==> src/dsp_consts.svh <==
// register offsets, field positions and timing figures of the debug serial port
`ifndef DSP_CONSTS_SVH
`define DSP_CONSTS_SVH

// ==========================================================
// register offsets
`define A_MODE_MAIN 8'hA0
`define A_MODE_EXT 8'hA6
`define A_RXB_EXT 8'hA8
`define A_RXB_BYTE 8'hAA
`define A_TXD_EXT 8'hAC
`define A_TXD_BYTE 8'hAE
`define A_STATUS 8'hB0
`define A_BAUD 8'hB6
`define A_SRST 8'hB8
`define A_CTS 8'hBA

// ==========================================================
// field positions and reset values
`define B_RXE 6
`define B_PAR_HI 5
`define B_PAR_LO 4
`define B_CL 3
`define B_SLO 2
`define B_EBS 0
`define B_BRCE 7
`define B_SRST 0
`define MODE_MASK 8'h7C
`define MODE_RST 8'h00
`define TX_RST_VAL 9'h1FF

// ==========================================================
// frame encodings
`define PAR_NONE 2'h0
`define PAR_ZERO 2'h1
`define PAR_ODD 2'h2
`define PAR_EVEN 2'h3
`define NCHAR7 4'h7
`define NCHAR8 4'h8
`define NCHAR9 4'h9
`define FRAME_W 13

// ==========================================================
// serial clock: 16 ticks per bit
`define TICK_MID 4'h7
`define TICK_LAST 4'hF
`define CLK_HZ 125000000
`define BAUD0 1200
`define BAUD1 2400
`define BAUD2 4800
`define BAUD3 9600
`define BAUD4 19200
`define BAUD5 38400
`define BAUD6 57600
`define BAUD7 115200
`define DIV(b) ((`CLK_HZ + 8 * (b)) / (16 * (b)))

`endif

==> src/dsp_pkg.sv <==
// types shared by the debug serial port modules
package dsp_pkg;
`include "dsp_consts.svh"

    typedef enum logic [2:0] {
        RX_IDLE = 3'b001,
        RX_START = 3'b010,
        RX_DATA = 3'b100
    } rx_state_e;

    typedef struct packed {
        logic [3:0] nchar;
        logic [1:0] par;
        logic two_stop;
    } frame_cfg_s;

    typedef struct packed {
        logic pe;
        logic fe;
        logic ove;
    } rx_err_s;

    // parity bit for masked character data
    function automatic logic par_bit(input logic [8:0] d,
                                     input logic [1:0] par);
        case (par)
            `PAR_EVEN: par_bit = ^d;
            `PAR_ODD: par_bit = ~^d;
            default: par_bit = 1'b0;
        endcase
    endfunction

endpackage

==> src/debug_serial_async_port.sv <==
// debug serial port: registers, receiver and frame control
//
// Chosen here: the register offsets and the strobed register port.
`timescale 1ns/1ps
`default_nettype none
`include "dsp_consts.svh"
module debug_serial_async_port (
    // clock and reset
    input wire logic sys_clk,
    input wire logic rst,
    // register port
    input wire logic [7:0] reg_addr,
    input wire logic [15:0] reg_wr_data,
    input wire logic reg_wr_en,
    input wire logic reg_rd_en,
    output logic [15:0] reg_rd_data,
    // serial pins
    input wire logic serial_in_pin,
    input wire logic clear_to_send_in_n,
    output logic serial_out_pin,
    output logic request_to_send_out_n,
    // event pulses
    output logic tx_complete_irq,
    output logic rx_complete_irq,
    output logic rx_error_irq
);
    import dsp_pkg::*;

    logic srst, tick, tx_done, wr_txd, rx_rd, rxe, ext, rx_done;
    frame_cfg_s cfg;

    // ==========================================================
    // soft reset
    logic soft_q, soft_d;

    always_comb begin
        soft_d = reg_wr_en && reg_addr == `A_SRST
            && reg_wr_data[`B_SRST];
    end

    always_ff @(posedge sys_clk) begin
        if (rst) begin
            soft_q <= 1'b0;
        end else begin
            soft_q <= soft_d;
        end
    end

    // one pulse resets every other flop in the unit
    assign srst = rst | soft_q;

    // ==========================================================
    // configuration and transmit registers
    logic [7:0] mode_q, mode_d;
    logic ebs_q, ebs_d, busy_q, busy_d;
    logic [3:0] baud_q, baud_d;
    logic [8:0] txd_q, txd_d;

    assign wr_txd = reg_wr_en
        && (reg_addr == `A_TXD_EXT || reg_addr == `A_TXD_BYTE);
    assign rxe = mode_q[`B_RXE];

    always_comb begin
        mode_d = mode_q;
        ebs_d = ebs_q;
        baud_d = baud_q;
        txd_d = txd_q;
        busy_d = busy_q;
        if (reg_wr_en) begin
            case (reg_addr)
                `A_MODE_MAIN: mode_d = reg_wr_data[7:0] & `MODE_MASK;
                `A_MODE_EXT: ebs_d = reg_wr_data[`B_EBS];
                `A_BAUD: baud_d = {reg_wr_data[`B_BRCE],
                                   reg_wr_data[2:0]};
                `A_TXD_EXT: txd_d = reg_wr_data[8:0];
                `A_TXD_BYTE: txd_d = {txd_q[8], reg_wr_data[7:0]};
                default: mode_d = mode_q;
            endcase
        end
        if (tx_done) begin
            busy_d = 1'b0;
        end
        if (wr_txd) begin
            busy_d = 1'b1;
        end
    end

    always_ff @(posedge sys_clk) begin
        if (srst) begin
            mode_q <= `MODE_RST;
            ebs_q <= 1'b0;
            baud_q <= 4'h0;
            txd_q <= `TX_RST_VAL;
            busy_q <= 1'b0;
        end else begin
            mode_q <= mode_d;
            ebs_q <= ebs_d;
            baud_q <= baud_d;
            txd_q <= txd_d;
            busy_q <= busy_d;
        end
    end

    // ==========================================================
    // frame format
    always_comb begin
        ext = ebs_q
            && mode_q[`B_PAR_HI:`B_PAR_LO] == `PAR_NONE;
        cfg.par = mode_q[`B_PAR_HI:`B_PAR_LO];
        cfg.two_stop = mode_q[`B_SLO];
        if (ext) begin
            cfg.nchar = `NCHAR9;
        end else if (mode_q[`B_CL]) begin
            cfg.nchar = `NCHAR8;
        end else begin
            cfg.nchar = `NCHAR7;
        end
    end

    // ==========================================================
    // serial clock and transmitter
    baud_tick u_tick (
        .sys_clk(sys_clk),
        .rst(srst),
        .en(baud_q[3]),
        .sel(baud_q[2:0]),
        .tick(tick)
    );

    // no enable gates the transmitter; writes start it directly
    tx_frame u_tx (
        .sys_clk(sys_clk),
        .rst(srst),
        .tick(tick),
        .start(wr_txd),
        .cfg(cfg),
        .data(txd_d),
        .txd(serial_out_pin),
        .done(tx_done)
    );

    // ==========================================================
    // receiver
    rx_state_e st_q, st_d;
    logic [3:0] cnt_q, cnt_d, idx_q, idx_d, last;
    logic [8:0] sh_q, sh_d, rxb_q, rxb_d;
    logic prev_q, prev_d, perr_q, perr_d, full_q, full_d, pen;
    rx_err_s err_q, err_d;

    assign rx_rd = reg_rd_en
        && (reg_addr == `A_RXB_EXT || reg_addr == `A_RXB_BYTE);
    assign pen = (cfg.par != `PAR_NONE);
    assign last = cfg.nchar + {3'h0, pen};

    always_comb begin
        st_d = st_q;
        cnt_d = cnt_q;
        idx_d = idx_q;
        sh_d = sh_q;
        prev_d = prev_q;
        perr_d = perr_q;
        rxb_d = rxb_q;
        err_d = err_q;
        full_d = full_q;
        rx_done = 1'b0;
        if (rx_rd) begin
            err_d = '0;
            full_d = 1'b0;
        end
        if (!rxe) begin
            // held idle; buffer and flags kept
            st_d = RX_IDLE;
            cnt_d = 4'h0;
            idx_d = 4'h0;
            prev_d = 1'b1;
        end else if (tick) begin
            prev_d = serial_in_pin;
            case (st_q)
                RX_IDLE: begin
                    if (prev_q && !serial_in_pin) begin
                        st_d = RX_START;
                        cnt_d = 4'h0;
                    end
                end
                RX_START: begin
                    cnt_d = cnt_q + 4'h1;
                    if (cnt_q == `TICK_MID) begin
                        cnt_d = 4'h0;
                        if (serial_in_pin) begin
                            st_d = RX_IDLE;
                        end else begin
                            st_d = RX_DATA;
                            idx_d = 4'h0;
                            sh_d = 9'h000;
                            perr_d = 1'b0;
                        end
                    end
                end
                RX_DATA: begin
                    cnt_d = cnt_q + 4'h1;
                    if (cnt_q == `TICK_LAST) begin
                        // midpoint sample, 16 ticks after the last
                        idx_d = idx_q + 4'h1;
                        if (idx_q < cfg.nchar) begin
                            sh_d[idx_q] = serial_in_pin;
                        end else if (idx_q < last) begin
                            perr_d = serial_in_pin
                                != par_bit(sh_q, cfg.par);
                        end else begin
                            st_d = RX_IDLE;
                            rx_done = 1'b1;
                            rxb_d = sh_q;
                            err_d.pe = perr_q;
                            err_d.fe = !serial_in_pin;
                            err_d.ove = full_q;
                            full_d = 1'b1;
                        end
                    end
                end
                default: st_d = RX_IDLE;
            endcase
        end
    end

    always_ff @(posedge sys_clk) begin
        if (srst) begin
            st_q <= RX_IDLE;
            cnt_q <= 4'h0;
            idx_q <= 4'h0;
            sh_q <= 9'h000;
            prev_q <= 1'b1;
            perr_q <= 1'b0;
            rxb_q <= 9'h000;
            err_q <= '0;
            full_q <= 1'b0;
        end else begin
            st_q <= st_d;
            cnt_q <= cnt_d;
            idx_q <= idx_d;
            sh_q <= sh_d;
            prev_q <= prev_d;
            perr_q <= perr_d;
            rxb_q <= rxb_d;
            err_q <= err_d;
            full_q <= full_d;
        end
    end

    // ==========================================================
    // read data and output flops
    logic [15:0] rd_d;
    logic rts_n_d, txi_d, rxc_d, rxe_i_d;

    always_comb begin
        case (reg_addr)
            `A_MODE_MAIN: rd_d = {8'h00, mode_q};
            `A_MODE_EXT: rd_d = {15'h0000, ebs_q};
            `A_RXB_EXT: rd_d = {7'h00, rxb_q};
            `A_RXB_BYTE: rd_d = {8'h00, rxb_q[7:0]};
            `A_TXD_EXT: rd_d = {7'h00, txd_q};
            `A_TXD_BYTE: rd_d = {8'h00, txd_q[7:0]};
            `A_STATUS: rd_d = {8'h00, busy_q, 4'h0, err_q};
            `A_BAUD: rd_d = {8'h00, baud_q[3], 4'h0, baud_q[2:0]};
            `A_CTS: rd_d = {15'h0000, !clear_to_send_in_n};
            default: rd_d = 16'h0000;
        endcase
        if (!reg_rd_en) begin
            rd_d = 16'h0000;
        end
        rts_n_d = !rxe;
        // only a finished frame fires; reset alone never does
        txi_d = tx_done;
        rxc_d = rx_done;
        rxe_i_d = rx_done && (err_d.pe | err_d.fe | err_d.ove);
    end

    always_ff @(posedge sys_clk) begin
        if (srst) begin
            reg_rd_data <= 16'h0000;
            request_to_send_out_n <= 1'b1;
            tx_complete_irq <= 1'b0;
            rx_complete_irq <= 1'b0;
            rx_error_irq <= 1'b0;
        end else begin
            reg_rd_data <= rd_d;
            request_to_send_out_n <= rts_n_d;
            tx_complete_irq <= txi_d;
            rx_complete_irq <= rxc_d;
            rx_error_irq <= rxe_i_d;
        end
    end
endmodule // debug_serial_async_port
`default_nettype wire

==> src/baud_tick.sv <==
// serial clock generator: one tick per sixteenth of a bit
`timescale 1ns/1ps
`default_nettype none
`include "dsp_consts.svh"
module baud_tick (
    // clock and reset
    input wire logic sys_clk,
    input wire logic rst,
    // rate control
    input wire logic en,
    input wire logic [2:0] sel,
    // tick out
    output logic tick
);
    logic [12:0] cnt_q, cnt_d, div;
    logic tick_d;

    // ==========================================================
    // divider
    always_comb begin
        case (sel)
            3'h0: div = 13'(`DIV(`BAUD0));
            3'h1: div = 13'(`DIV(`BAUD1));
            3'h2: div = 13'(`DIV(`BAUD2));
            3'h3: div = 13'(`DIV(`BAUD3));
            3'h4: div = 13'(`DIV(`BAUD4));
            3'h5: div = 13'(`DIV(`BAUD5));
            3'h6: div = 13'(`DIV(`BAUD6));
            default: div = 13'(`DIV(`BAUD7));
        endcase
        cnt_d = cnt_q + 13'h1;
        tick_d = 1'b0;
        if (!en) begin
            cnt_d = 13'h0;
        end else if (cnt_q >= div - 13'h1) begin
            cnt_d = 13'h0;
            tick_d = 1'b1;
        end
    end

    always_ff @(posedge sys_clk) begin
        if (rst) begin
            cnt_q <= 13'h0;
            tick <= 1'b0;
        end else begin
            cnt_q <= cnt_d;
            tick <= tick_d;
        end
    end
endmodule // baud_tick
`default_nettype wire

==> src/tx_frame.sv <==
// transmit shifter: builds and sends one frame per start pulse that arrives while idle
`timescale 1ns/1ps
`default_nettype none
`include "dsp_consts.svh"
module tx_frame (
    // clock and reset
    input wire logic sys_clk,
    input wire logic rst,
    // timing and request
    input wire logic tick,
    input wire logic start,
    input wire dsp_pkg::frame_cfg_s cfg,
    input wire logic [8:0] data,
    // line and completion
    output logic txd,
    output logic done
);
    import dsp_pkg::*;

    logic [`FRAME_W-1:0] sh_q, sh_d, fr;
    logic [3:0] left_q, left_d, sub_q, sub_d, len;
    logic act_q, act_d, txd_d, done_d, pe;
    logic [8:0] dm;

    // ==========================================================
    // frame build and shift
    always_comb begin
        for (int i = 0; i < 9; i++) begin
            dm[i] = (i < int'(cfg.nchar)) ? data[i] : 1'b0;
        end
        pe = (cfg.par != `PAR_NONE);
        fr = '1;
        fr[0] = 1'b0;
        for (int i = 1; i < `FRAME_W; i++) begin
            if (i <= int'(cfg.nchar)) begin
                fr[i] = dm[i-1];
            end else if (pe && i == int'(cfg.nchar) + 1) begin
                fr[i] = par_bit(dm, cfg.par);
            end
        end
        len = cfg.nchar + 4'h1 + {3'h0, pe} + (cfg.two_stop ? 4'h2 : 4'h1);
        sh_d = sh_q;
        left_d = left_q;
        sub_d = sub_q;
        act_d = act_q;
        txd_d = txd;
        done_d = 1'b0;
        if (!act_q && start) begin
            sh_d = fr;
            left_d = len;
            sub_d = 4'h0;
            act_d = 1'b1;
            txd_d = 1'b0;
        end else if (act_q && tick) begin
            sub_d = sub_q + 4'h1;
            if (sub_q == `TICK_LAST) begin
                sh_d = {1'b1, sh_q[`FRAME_W-1:1]};
                left_d = left_q - 4'h1;
                txd_d = sh_q[1];
                if (left_q == 4'h1) begin
                    act_d = 1'b0;
                    txd_d = 1'b1;
                    done_d = 1'b1;
                end
            end
        end
    end

    always_ff @(posedge sys_clk) begin
        if (rst) begin
            sh_q <= '1;
            left_q <= 4'h0;
            sub_q <= 4'h0;
            act_q <= 1'b0;
            txd <= 1'b1;
            done <= 1'b0;
        end else begin
            sh_q <= sh_d;
            left_q <= left_d;
            sub_q <= sub_d;
            act_q <= act_d;
            txd <= txd_d;
            done <= done_d;
        end
    end
endmodule // tx_frame
`default_nettype wire

==> config.mk <==
export PLATFORM = sky130hd
export DESIGN_NAME = debug_serial_async_port
export DESIGN_NICKNAME = d
export VERILOG_FILES = /design/src/dsp_pkg.sv /design/src/debug_serial_async_port.sv /design/src/baud_tick.sv /design/src/tx_frame.sv
export VERILOG_INCLUDE_DIRS = /design/src /design/src/src
export SDC_FILE = /design/constraint.sdc
export NUM_CORES = 1
export LEC_CHECK = 0
export BUFFER_PORTS_ARGS = -buffer_cell sky130_fd_sc_hd__buf_2
export CORE_MARGIN = 1
export CORE_UTILIZATION = 55
export CTS_CLUSTER_DIAMETER = 120
export DETAILED_ROUTE_END_ITERATION = 7
export PLACE_DENSITY = 0.77
export SLEW_MARGIN = 10
export SYNTH_ARGS = -nofsm -noshare
export SYNTH_HDL_FRONTEND = slang
export SYNTH_HIERARCHICAL = 1
export SYNTH_SLANG_ARGS = --single-unit
==> constraint.sdc <==
create_clock -name sys_clk -period 3.3 [get_ports sys_clk]
set_input_delay 0.33 -clock sys_clk [delete_from_list [all_inputs] [get_ports sys_clk]]
set_output_delay 0.33 -clock sys_clk [all_outputs]
set_load 0.02 [all_outputs]
Word-level counts from Yosys, hierarchy flattened
Index checks and enable logic that the tools add are counted.
{ "totals": {"n_memories": 0, "ram_bits": 0, "regBits": 114, "inputBits": 30, "mem_bits_ro": 0, "word_cells": 295, "out_inout_bits": 21, "latch_bits": 0} }
{ "classes": {"mul": 0, "order_cmp": 26, "n_reduce_logical": 58, "n_shift": 0, "n_bitwise": 10, "add_sub_neg": 11, "n_div": 0, "muxes": 114, "n_eq_ne": 46} }
{ "ops": {"columns": ["op", "count"], "rows": [
  ["$eq A5 B32 Y1 const A", 5],
  ["$eq A4 B32 Y1 const A", 4],
  ["$pmux W13 S7", 1],
  ["$pmux W9 S9", 1],
  ["$eq A8 B8 Y1 const B", 10],
  ["$mux W1", 70],
  ["$eq A3 B32 Y1 const A", 2],
  ["$mux W9", 5],
  ["$mux W4", 10],
  ["$mux W13", 3],
  ["$mux W3", 13],
  ["$pmux W9 S2", 2],
  ["$eq A2 B32 Y1 const A", 1],
  ["$logic_and A1 B1 Y1", 22],
  ["$le A4 B4 Y1 const A", 5],
  ["$reduce_xnor A9 Y1", 2],
  ["$reduce_xor A9 Y1", 2],
  ["$add A4 B1 Y4 const B", 4],
  ["$le A3 B4 Y1 const A", 4],
  ["$lt A3 B4 Y1 const A", 4],
  ["$ne A2 B2 Y1 const B", 8],
  ["$add A13 B1 Y13 const B", 1],
  ["$ge A13 B13 Y1", 1],
  ["$sub A13 B1 Y13 const B", 1],
  ["other kinds (44)", 84]
]} }

Depth between registers and ports, before layout
Gate-level depths: netlist (run 1).
{ "logic_depth": {"word_depth": 16, "ltp_mapped": 15, "depth_no_buf": 14} }

Hierarchy
Netlist (run 1), hierarchy kept.
{ "modules_own_cells": {"columns": ["mod", "cells_each", "seq_area_each_um2", "instances", "area_each_um2"], "rows": [
  ["debug_serial_async_port", 403, 1381.3, 1, 3487.1],
  ["tx_frame", 227, 460.4, 1, 1722.9],
  ["baud_tick", 119, 280.3, 1, 1004.7]
]} }

Worst setup path after synthesis (run 1)
OpenSTA, ideal clock, no wires.
{ "synth_timing": {"path_type": "input-to-reg", "start": "input port reg_addr[6]", "end": "register u_tx.sh_q[8]", "setup_ns": 0.075, "arrival_ns": 2.977, "slack_ns": 0.248, "n_path_buf": 2, "cell_stages": 12, "required_time_ns": 3.225, "cell_sequence": "and4bb_2 -> and3_1 -> and3_1 -> buf_2 -> mux2_2 -> xor2_1 -> a32oi_1 -> xor2_1 -> xnor3_1 -> mux2_2 -> buf_6 -> a22oi_2"} }
{ "synth_via": {"elab_chain_len": 9, "word_cells_on_any_way": 25, "cone_classes": "eq/ne: 2; mux: 15; reduce/logical: 8"} }
{ "synth_lines": {"columns": ["item", "line", "source"], "rows": [
  ["from (decl)", "debug_serial_async_port.sv:12", "input wire logic [7:0] reg_addr,"],
  ["$eq A8 B8 Y1", "debug_serial_async_port.sv:70", "case (reg_addr)"],
  ["$pmux W9 S2 *", "debug_serial_async_port.sv:70", null],
  ["$mux W9 *", "debug_serial_async_port.sv:69", "if (reg_wr_en) begin"],
  ["via txd_d[5]", "debug_serial_async_port.sv:57", "logic [8:0] txd_q, txd_d;"],
  ["$mux W1 *", "tx_frame.sv:29", "dm[i] = (i < int'(cfg.nchar)) ? data[i] : 1'b0;"],
  ["$reduce_xnor A9 Y1 or $reduce_xor A9 Y1 (tied branches)", "dsp_pkg.sv:28, dsp_pkg.sv:27", null],
  ["$pmux W1 S2 *", "dsp_pkg.sv:26", "case (par)"],
  ["$mux W1 *", "tx_frame.sv:37", "end else if (pe && i == int'(cfg.nchar) + 1) begin"],
  ["$mux W1 *", "tx_frame.sv:35", "if (i <= int'(cfg.nchar)) begin"],
  ["$mux W13 *", "tx_frame.sv:48", "if (!act_q && start) begin"],
  ["to (signal assigned)", "tx_frame.sv:71", "sh_q <= '1;"],
  ["to (signal assigned)", "tx_frame.sv:78", "sh_q <= sh_d;"],
  ["to (decl)", "tx_frame.sv:20", "logic [`FRAME_W-1:0] sh_q, sh_d, fr;"]
]} }
Mark *: on every way through the listed nets, which the timed path passes. The rest lies on a longest branch.
A chain may end at the register's enable or synchronous reset.

Worst setup path after layout (run 1)
{ "layout_timing": {"start": "input port reg_addr[6]", "end": "register u_tx.sh_q[4]"} }
The elaborated chain is that of the path after synthesis.

==> out/summary.txt, run 1 <==
Status = complete, no violations
R2R cell count = 12
Core area = 0.01094 sq mm
Hold Fails Final Rpt = 0
Largest net degree at the start of global routing = 56
Synth unique cells = 73
Final Cycle Share = 0.8962
Peak VDD IR = 360.1 uV
CTS tree = done
Vias/cell = 5.873
Worst Hold Path Cells = 3
Setup-failing EPs final = 0
Worst path slowest cell = mux2_2
DP Wirelength = 10780 um
CP max stage delay = 0.39 ns
Synth warn = 6
First-pass GRT wire length = 24280 um
Die span in x = 108.3 um
Global route overflow = 0
Clock Tree Buf Depth = 2
FF+latch count, synth = 106
Critical Path, Cell by Cell = buf_2, and4bb_2, and3_1, and3_1, buf_12, mux2_2, and4b_1, a311o_1, a21boi_0, nand2_1, mux2_2, a41oi_1
Detailed Routing Iterations Pass 1 = 5
Row count = 38
Clk_lat worst skew = 0.35 ns
Commonest non-fill, non-tap cell in the layout = dfxtp_1
Delay-heaviest family, CP = simple AND/OR/NAND/NOR gates
Ant. Diodes = 0
CP Class = in -> reg
Layout Utilization = 0.6213
DRT iter0 DRCs = 449
Fin crit period = 2.957 ns
Syn Inst Count = 749
Area after DPL = 0.006523 sq mm
Initial core utilization = 0.5683
RSZ-0062 raised after global routing = false
GRT Overall Usage = 0.2652
Sequential area share after synthesis = 0.3415
Drt wl/cell = 16.01 um
Final WL = 14770 um
Pwr Density = 348.6 mW/mm^2
Num CTS Buffers = 9
Peak Freq = 0.3381 GHz
Total leakage power = 2.751 nW
Synthesized area = 0.006215 sq mm
DRT antenna net count = 0
Syn-to-layout area delta = 9.322%
CTS H-tree depth = 3
Max capacitance violation total = 0
Tightest Pin Transition = 0.7336 ns
Crit path DAT = 3.23 ns
Hold_buf cts = 0
Critical path buffer and inverter count = 2
WP depth = 12
Design Power = 2.369 mW
Final Instance Area = 0.006794 sq mm
Setup Skew = 0.007841 ns
Crit-path max FO = 16
Clock sinks = 106
Required @ worst endpoint = 3.57 ns
Die Ht = 108.3 um
Number of primary I/O pins = 51
Post-synth EDFFs = 0
Die area = 0.01173 sq mm
Worst rel slew slack = 0.5041
Vias in the first global route = 5227
Worst hold path type = in -> reg
Setup TNS = 0 ns
Root Buffer = clkbuf_16
Dpl ws = 0.03730 ns
Initial antenna violation count = 0
Async set-reset flop share out of synthesis = 0
PortBufs = 36
Nets@finish = 846
Remaining DRCs = 0
Share of cells above drive strength 1 = 0.1252
Final Wtd Congestion = 0.9346
Fillcell total = 946
Setup crit end kind = flop
CTS clk-pin slew, worst paths = 0.07 ns
Fin. max-slew vios = 0
Post-route setup slack = 0.3426 ns
Most frequent cells in the layout = dfxtp_1, nor2_1, nand2_1
Via count = 5421
Mean Syn Cell Area = 8.297 sq um
Critical Path Start Type = input pin
Most used DFF post-synth = dfxtp_1
==> layout make-up <==
type                    count  area, sq um  share of cell area
clock buffers              10        229.0             0.03370
clock inverters             5        41.29            0.006077
inverters                  29        108.9             0.01602
multi-input cells         580         3797              0.5589
flip-flops and latches    106         2122              0.3123
well taps                 140        175.2             0.02578
repair buffers             53        320.3             0.04715
==> cells by family (layout without fill, tap and decap cells) <==
kind of cell    Yosys count  after routing  share of synthesized area
xor+xnor                 42             42                    0.06362
other cells               1              7                  0.0006034
compound gates          151            151                     0.1552
fa+ha+maj                37             37                    0.07570
simple gates            303            303                     0.2448
flops                   106            106                     0.3415
mux                      40             40                    0.06724
buf+inv                  69             97                    0.05134
==> synthesized netlist by cell type, types with 9 or more instances <==
| cell | n | area (sq um) |
|---|---|---|
| xnor2_1 | 22 | 192.7 |
| a21oi_1 | 61 | 305.3 |
| and3_1 | 12 | 75.07 |
| clkbuf_1 | 23 | 86.33 |
| dfxtp_1 | 106 | 2122 |
| nor3_1 | 17 | 85.08 |
| o21ai_0 | 24 | 120.1 |
| nor2_1 | 86 | 322.8 |
| a31oi_1 | 14 | 87.58 |
| nand2b_1 | 20 | 125.1 |
| buf_4 | 9 | 67.56 |
| mux2i_1 | 26 | 260.3 |
| ha_1 | 36 | 450.4 |
| o211ai_1 | 10 | 75.07 |
| xor2_1 | 18 | 157.7 |
| inv_1 | 29 | 108.9 |
| nand3_1 | 32 | 160.2 |
| mux2_2 | 14 | 157.7 |
| nand2_1 | 76 | 285.3 |
==> worst paths after layout <==
path	start	endpoint	slack, ns
setup reg to reg	mode_q[4]	perr_q	0.38
hold reg to reg	u_tx/done	tx_complete_irq	0.47
hold / removal	rst	soft_q	0.25
setup / recovery	reg_addr[6]	u_tx/sh_q[4]	0.34
==> tightest hold or removal path: stages <==
cell and delay, ns:
buf_2 0.09, nand4b_1 0.10, nor4_1 0.05
==> per-stage QoR <==
step	hold slack, ns	std cells
2_1_floorplan	0.4160	755
3_3_place_gp	0.4395	908
3_5_place_dp	0.4573	908
4_1_cts	0.2389	923
5_1_grt	0.2419	923
6_report	0.2488	923
==> registers in the layout (all words and copies together), names as in the netlist, 3 cells and up <==
signal and flops:
baud_q 4, cnt_q 4, err_q 3, idx_q 4, mode_q 5, reg_rd_data 9
rxb_q 9, sh_q 9, st_q 3, txd_q 9, u_tick/cnt_q 13, u_tx/left_q 4
u_tx/sh_q 12, u_tx/sub_q 4
==> routing by layer <==
| metal | GRT usage | wire, um | vias up | share of wire |
|---|---|---|---|---|
| met3 | 0.05003 | 768 | 24 | 0.052 |
| met1 | 0.3217 | 6371 | 2544 | 0.43 |
| li1 | - | - | 2689 | - |
| met4 | 0.1062 | 272 | 0 | 0.018 |
| met2 | 0.4609 | 7361 | 164 | 0.50 |
| met5 | 0 | 0 | - | 0 |
==> repair_timing <==
item                                    4_1_cts  5_1_grt
endpoints found under the setup margin        0        3
resized for setup                             0        1
endpoints found under the hold margin         0        0
buffers inserted                              0        0
==> power by group <==
part / switching (mW) / internal, mW
clock network: 0.489 / 0.513
logic: 0.0573 / 0.0290
registers: 0.000917 / 1.28
total: 0.547 / 1.82
Power figures use the tool's default switching activity.
==> run 2, diff against run 1 <==
--- a/config.mk
+++ b/config.mk
@@ -8,10 +8,9 @@
 export LEC_CHECK = 0
 export BUFFER_PORTS_ARGS = -buffer_cell sky130_fd_sc_hd__buf_2
 export CORE_MARGIN = 1
-export CORE_UTILIZATION = 55
+export CORE_UTILIZATION = 28
 export CTS_CLUSTER_DIAMETER = 120
 export DETAILED_ROUTE_END_ITERATION = 7
-export PLACE_DENSITY = 0.77
 export SLEW_MARGIN = 10
 export SYNTH_ARGS = -nofsm -noshare
 export SYNTH_HDL_FRONTEND = slang
==> out/summary.txt, run 2 (same netlist as run 1, synthesis figures left out) <==
Design Power = 2.469 mW
Clock Tree Buf Depth = 2
DRT iter0 DRCs = 272
Core area = 0.02182 sq mm
Fin. max-slew vios = 0
Area occupied by multi-input gates = 0.003796 sq mm
Hold Worst Slack = 0.2412 ns
CTS clk-pin slew, worst paths = 0.08 ns
Critical Path Start Type = flop
Register Area = 0.002122 sq mm
Detailed Routing Iterations Pass 1 = 5
Max capacitance violation total = 0
Worst rel slew slack = 0.5184
CTS H-tree depth = 3
Post-CTS sizing = 0
Peak VDD IR = 221.3 uV
Layout Utilization = 0.3239
PortBufs = 36
Post-CTS setup buffers = 0
Die area = 0.02280 sq mm
Vias in the first global route = 4917
Drt wl/cell = 14.47 um
Number of primary I/O pins = 51
Final Cycle Share = 0.8858
Placed cells = 1057
GRT Overall Usage = 0.1422
Nets@finish = 855
First-pass GRT wire length = 25390 um
Top reg by flops = u_tick/cnt_q
Crit path DAT = 3.16 ns
Peak Freq = 0.3421 GHz
Clock sinks = 106
Tightest Pin Transition = 0.7042 ns
Die span in x = 151.0 um
Syn-to-layout area delta = 13.73%
Final Instance Area = 0.007068 sq mm
DP Wirelength = 11490 um
Required @ worst endpoint = 3.54 ns
RSZ-0062 raised after global routing = false
Row count = 54
Share of cells above drive strength 1 = 0.1375
Post-route setup slack = 0.3770 ns
Commonest non-fill, non-tap cell in the layout = dfxtp_1
DRT antenna net count = 0
Num CTS Buffers = 9
Largest net degree at the start of global routing = 44
Total leakage power = 2.817 nW
Setup TNS = 0 ns
Fin crit period = 2.923 ns
Remaining DRCs = 0
Global route overflow = 0
Pwr Density = 349.3 mW/mm^2
CTS tree = done
Area after DPL = 0.006765 sq mm
Via count = 5347
Setup Skew = 0.007962 ns
Die Ht = 151.0 um
Final Wtd Congestion = 0.7970
Status = complete, no violations
Top Registers = u_tick/cnt_q: 13 flops, u_tx/sh_q: 12 flops
Setup crit end kind = flop
CP Class = reg -> reg
Dpl ws = 0.08803 ns
Vias/cell = 4.979
Initial core utilization = 0.2848
Clk_lat worst skew = 0.36 ns
Root Buffer = clkbuf_16
Final WL = 15540 um
Crit-path max FO = 17
Hold_buf cts = 0
Initial antenna violation count = 1
Final Non-Filler Cells = 1074
Most frequent cells in the layout = dfxtp_1, nor2_1, nand2_1
Fillcell total = 2295
Hold Fails Final Rpt = 0
Max reg flops = 13
Worst hold path type = in -> reg
Setup-failing EPs final = 0
[run 2: final timing paths]
kind                                      from              end  slack [ns]  cells past startpoint
worst min register to register       u_tx/done  tx_complete_irq        0.47                      2
worst max register to register           ebs_q         rxb_q[6]        0.38                     12
worst max-delay path                     ebs_q         rxb_q[6]        0.38                     12
worst min-delay path            reg_wr_data[6]        mode_q[6]        0.24                      3
[run 2: report_power, final]
group / switching, mW / total [mW] / leakage (nW) / internal [mW]
Clock: 0.557 / 1.10 / 0.145 / 0.541
Combinational: 0.0605 / 0.0915 / 1.82 / 0.0310
Sequential: 0.000922 / 1.28 / 0.854 / 1.28
[run 2: area by class of cell]
type,count,area share
clock buffer,9,0.03186
clock inverter,7,0.01062
sequential,106,0.3002
timing repair buffer,62,0.05488
antenna,1,0.0003540
inverter,29,0.01540
tap,280,0.04957
multi-input combinational,580,0.5371
[run 2: critical path: stages (launching register included)]
cell and delay, ns:
dfxtp_1 0.44, nand2_1 0.10, nand2_1 0.10, ha_1 0.15, inv_1 0.04, ha_1 0.26, ha_1 0.26, a2111oi_0 0.64
nor2_1 0.13, o311ai_2 0.11, buf_4 0.30, mux2i_1 0.22, nor2_1 0.06
[run 2: per-layer routing]
layer / GRT usage / routed length, um / vias up
met3: 0.03373 / 727 / 14
met2: 0.2289 / 7144 / 96
met5: 0 / 0 / -
li1: - / - / 2709
met4: 0.04250 / 213 / 0
met1: 0.1872 / 7450 / 2528
==> run 3, diff against run 2 <==
--- a/config.mk
+++ b/config.mk
@@ -11,6 +11,7 @@
 export CORE_UTILIZATION = 28
 export CTS_CLUSTER_DIAMETER = 120
 export DETAILED_ROUTE_END_ITERATION = 7
+export REMOVE_ABC_BUFFERS = 1
 export SLEW_MARGIN = 10
 export SYNTH_ARGS = -nofsm -noshare
 export SYNTH_HDL_FRONTEND = slang
==> out/summary.txt, run 3 (same netlist as run 1, synthesis figures left out) <==
Worst hold path type = in -> reg
Flop-to-flop setup slack = 0.40 ns
Final Wtd Congestion = 0.7928
Syn-to-layout area delta = 13.35%
DRT iter0 DRCs = 365
Largest net degree at the start of global routing = 56
Commonest non-fill, non-tap cell in the layout = dfxtp_1
Peak VDD IR = 188.9 uV
Top Registers = u_tick/cnt_q: 13 flops, u_tx/sh_q: 12 flops
Post-CTS setup buffers = 0
Remaining DRCs = 0
Die area = 0.02280 sq mm
Final Cycle Share = 0.8799
Crit-path max FO = 5
Last element of the critical path = perr_q
Via count = 5313
Total leakage power = 2.804 nW
Cell Int Power = 1.913 mW
Ant. Diodes = 0
Number of primary I/O pins = 51
Final Instance Area = 0.007044 sq mm
CTS H-tree depth = 3
Clk_lat worst skew = 0.37 ns
Detailed Routing Iterations Pass 1 = 5
CP Class = reg -> reg
CP max stage delay = 0.44 ns
Fin. max-slew vios = 0
PortBufs = 36
Root Buffer = clkbuf_16
Layout Utilization = 0.3228
Share of cells above drive strength 1 = 0.1331
Worst rel slew slack = 0.5413
Critical Path Start Type = flop
Critical Path, Cell by Cell = nand2_1, nand2b_1, inv_1, ha_1, ha_1, a2111oi_0, buf_4, o211ai_1, a211oi_1, nand4_1, o221ai_1
RSZ-0062 raised after global routing = false
Global route overflow = 0
Row count = 54
Setup crit end kind = flop
Num CTS Buffers = 9
Vias/cell = 4.970
Final Non-Filler Cells = 1069
Status = complete, no violations
Worst reg2reg startpoint = ebs_q
Sw frac = 0.2406
Switching pwr = 0.6062 mW
Combinational fraction of design power = 0.036
Setup Skew = 0.008204 ns
Max reg flops = 13
Sequential share of power = 0.508
Clock Tree Buf Depth = 2
Tightest Pin Transition = 0.6784 ns
Die Ht = 151.0 um
Vias in the first global route = 4972
Max capacitance violation total = 0
Final WL = 15360 um
Drt wl/cell = 14.37 um
Peak Freq = 0.3444 GHz
Design Power = 2.519 mW
Die span in x = 151.0 um
First-pass GRT wire length = 25470 um
Clock sinks = 106
Setup TNS = 0 ns
Crit path top cell by count = ha_1
Setup-failing EPs final = 0
CTS clk-pin slew, worst paths = 0.08 ns
Post-CTS sizing = 0
Worst path slowest cell = dfxtp_1
Hold Fails Final Rpt = 0
GRT Overall Usage = 0.1433
Pwr Density = 357.7 mW/mm^2
R2R cell count = 11
Most frequent cells in the layout = dfxtp_1, nor2_1, nand2_1
Area after DPL = 0.006735 sq mm
Core area = 0.02182 sq mm
CP startpoint = ebs_q
Placed cells = 1053
CTS tree = done
Initial antenna violation count = 0
Nets@finish = 851
Crit path DAT = 3.19 ns
DRT antenna net count = 0
DP Wirelength = 11470 um
Fin crit period = 2.904 ns
Clock power frac = 0.456
RR Endpoint = perr_q
Required @ worst endpoint = 3.59 ns
Initial core utilization = 0.2848
Hold_buf cts = 0
Top reg by flops = u_tick/cnt_q
run 3: layout make-up:
class | instances | area, sq um
Sequential cell | 106 | 2122
Multi-Input combinational cell | 580 | 3796
Timing Repair Buffer | 58 | 357.8
Clock inverter | 7 | 83.83
Fill cell | 2303 | 14780
Inverter | 29 | 108.9
Tap cell | 280 | 350.3
Clock buffer | 9 | 225.2
run 3: per-layer routing:
| metal | track usage | part of all wire | vias up | wire length, um |
|---|---|---|---|---|
| li1 | - | - | 2703 | - |
| met2 | 0.2213 | 0.44 | 113 | 6739 |
| met3 | 0.02801 | 0.052 | 17 | 796 |
| met5 | 0 | 0 | - | 0 |
| met4 | 0.04950 | 0.020 | 0 | 300 |
| met1 | 0.1976 | 0.49 | 2480 | 7528 |
run 3: power by group through the flow:
stage | Sequential (mW) | Clock (mW) | Combinational, mW
2_1_floorplan | 1.31 | 0 | 0.0414
3_3_place_gp | 1.31 | 0 | 0.0909
3_5_place_dp | 1.31 | 0 | 0.0908
4_1_cts | 1.28 | 1.18 | 0.0911
5_1_grt | 1.28 | 1.23 | 0.0998
6_report | 1.28 | 1.15 | 0.0913
run 3: worst min-delay path by stage:
| stage | cells past startpoint | startpoint | slack (ns) | to |
|---|---|---|---|---|
| 2_1_floorplan | 1 | reg_addr[1] | 0.41 | soft_q |
| 3_3_place_gp | 1 | u_tick/cnt_q[0] | 0.46 | u_tick/cnt_q[0] |
| 3_5_place_dp | 2 | err_q[0] | 0.47 | err_q[0] |
| 4_1_cts | 3 | reg_wr_data[1] | 0.23 | baud_q[1] |
| 5_1_grt | 3 | reg_wr_data[1] | 0.24 | baud_q[1] |
| 6_report | 3 | reg_wr_data[4] | 0.24 | mode_q[4] |
run 3: metrics by stage:
| stage | hold slack [ns] | setup WS [ns] |
|---|---|---|
| after floorplan | 0.4064 | -0.1568 |
| after global placement | 0.4577 | 0.08363 |
| after detailed placement | 0.4699 | 0.07456 |
| after CTS | 0.2299 | 0.3468 |
| after global routing | 0.2427 | 0.09967 |
| final | 0.2436 | 0.3963 |
run 3: critical path, delay by kind of cell, from the launching register on:
family / cells / cell delay [ns]
buffers and inverters: 2 / 0.33
adders and majority gates: 2 / 0.57
AOI/OAI and AO/OA: 4 / 1.08
DFF: 1 / 0.44
and+or+nand+nor: 3 / 0.42
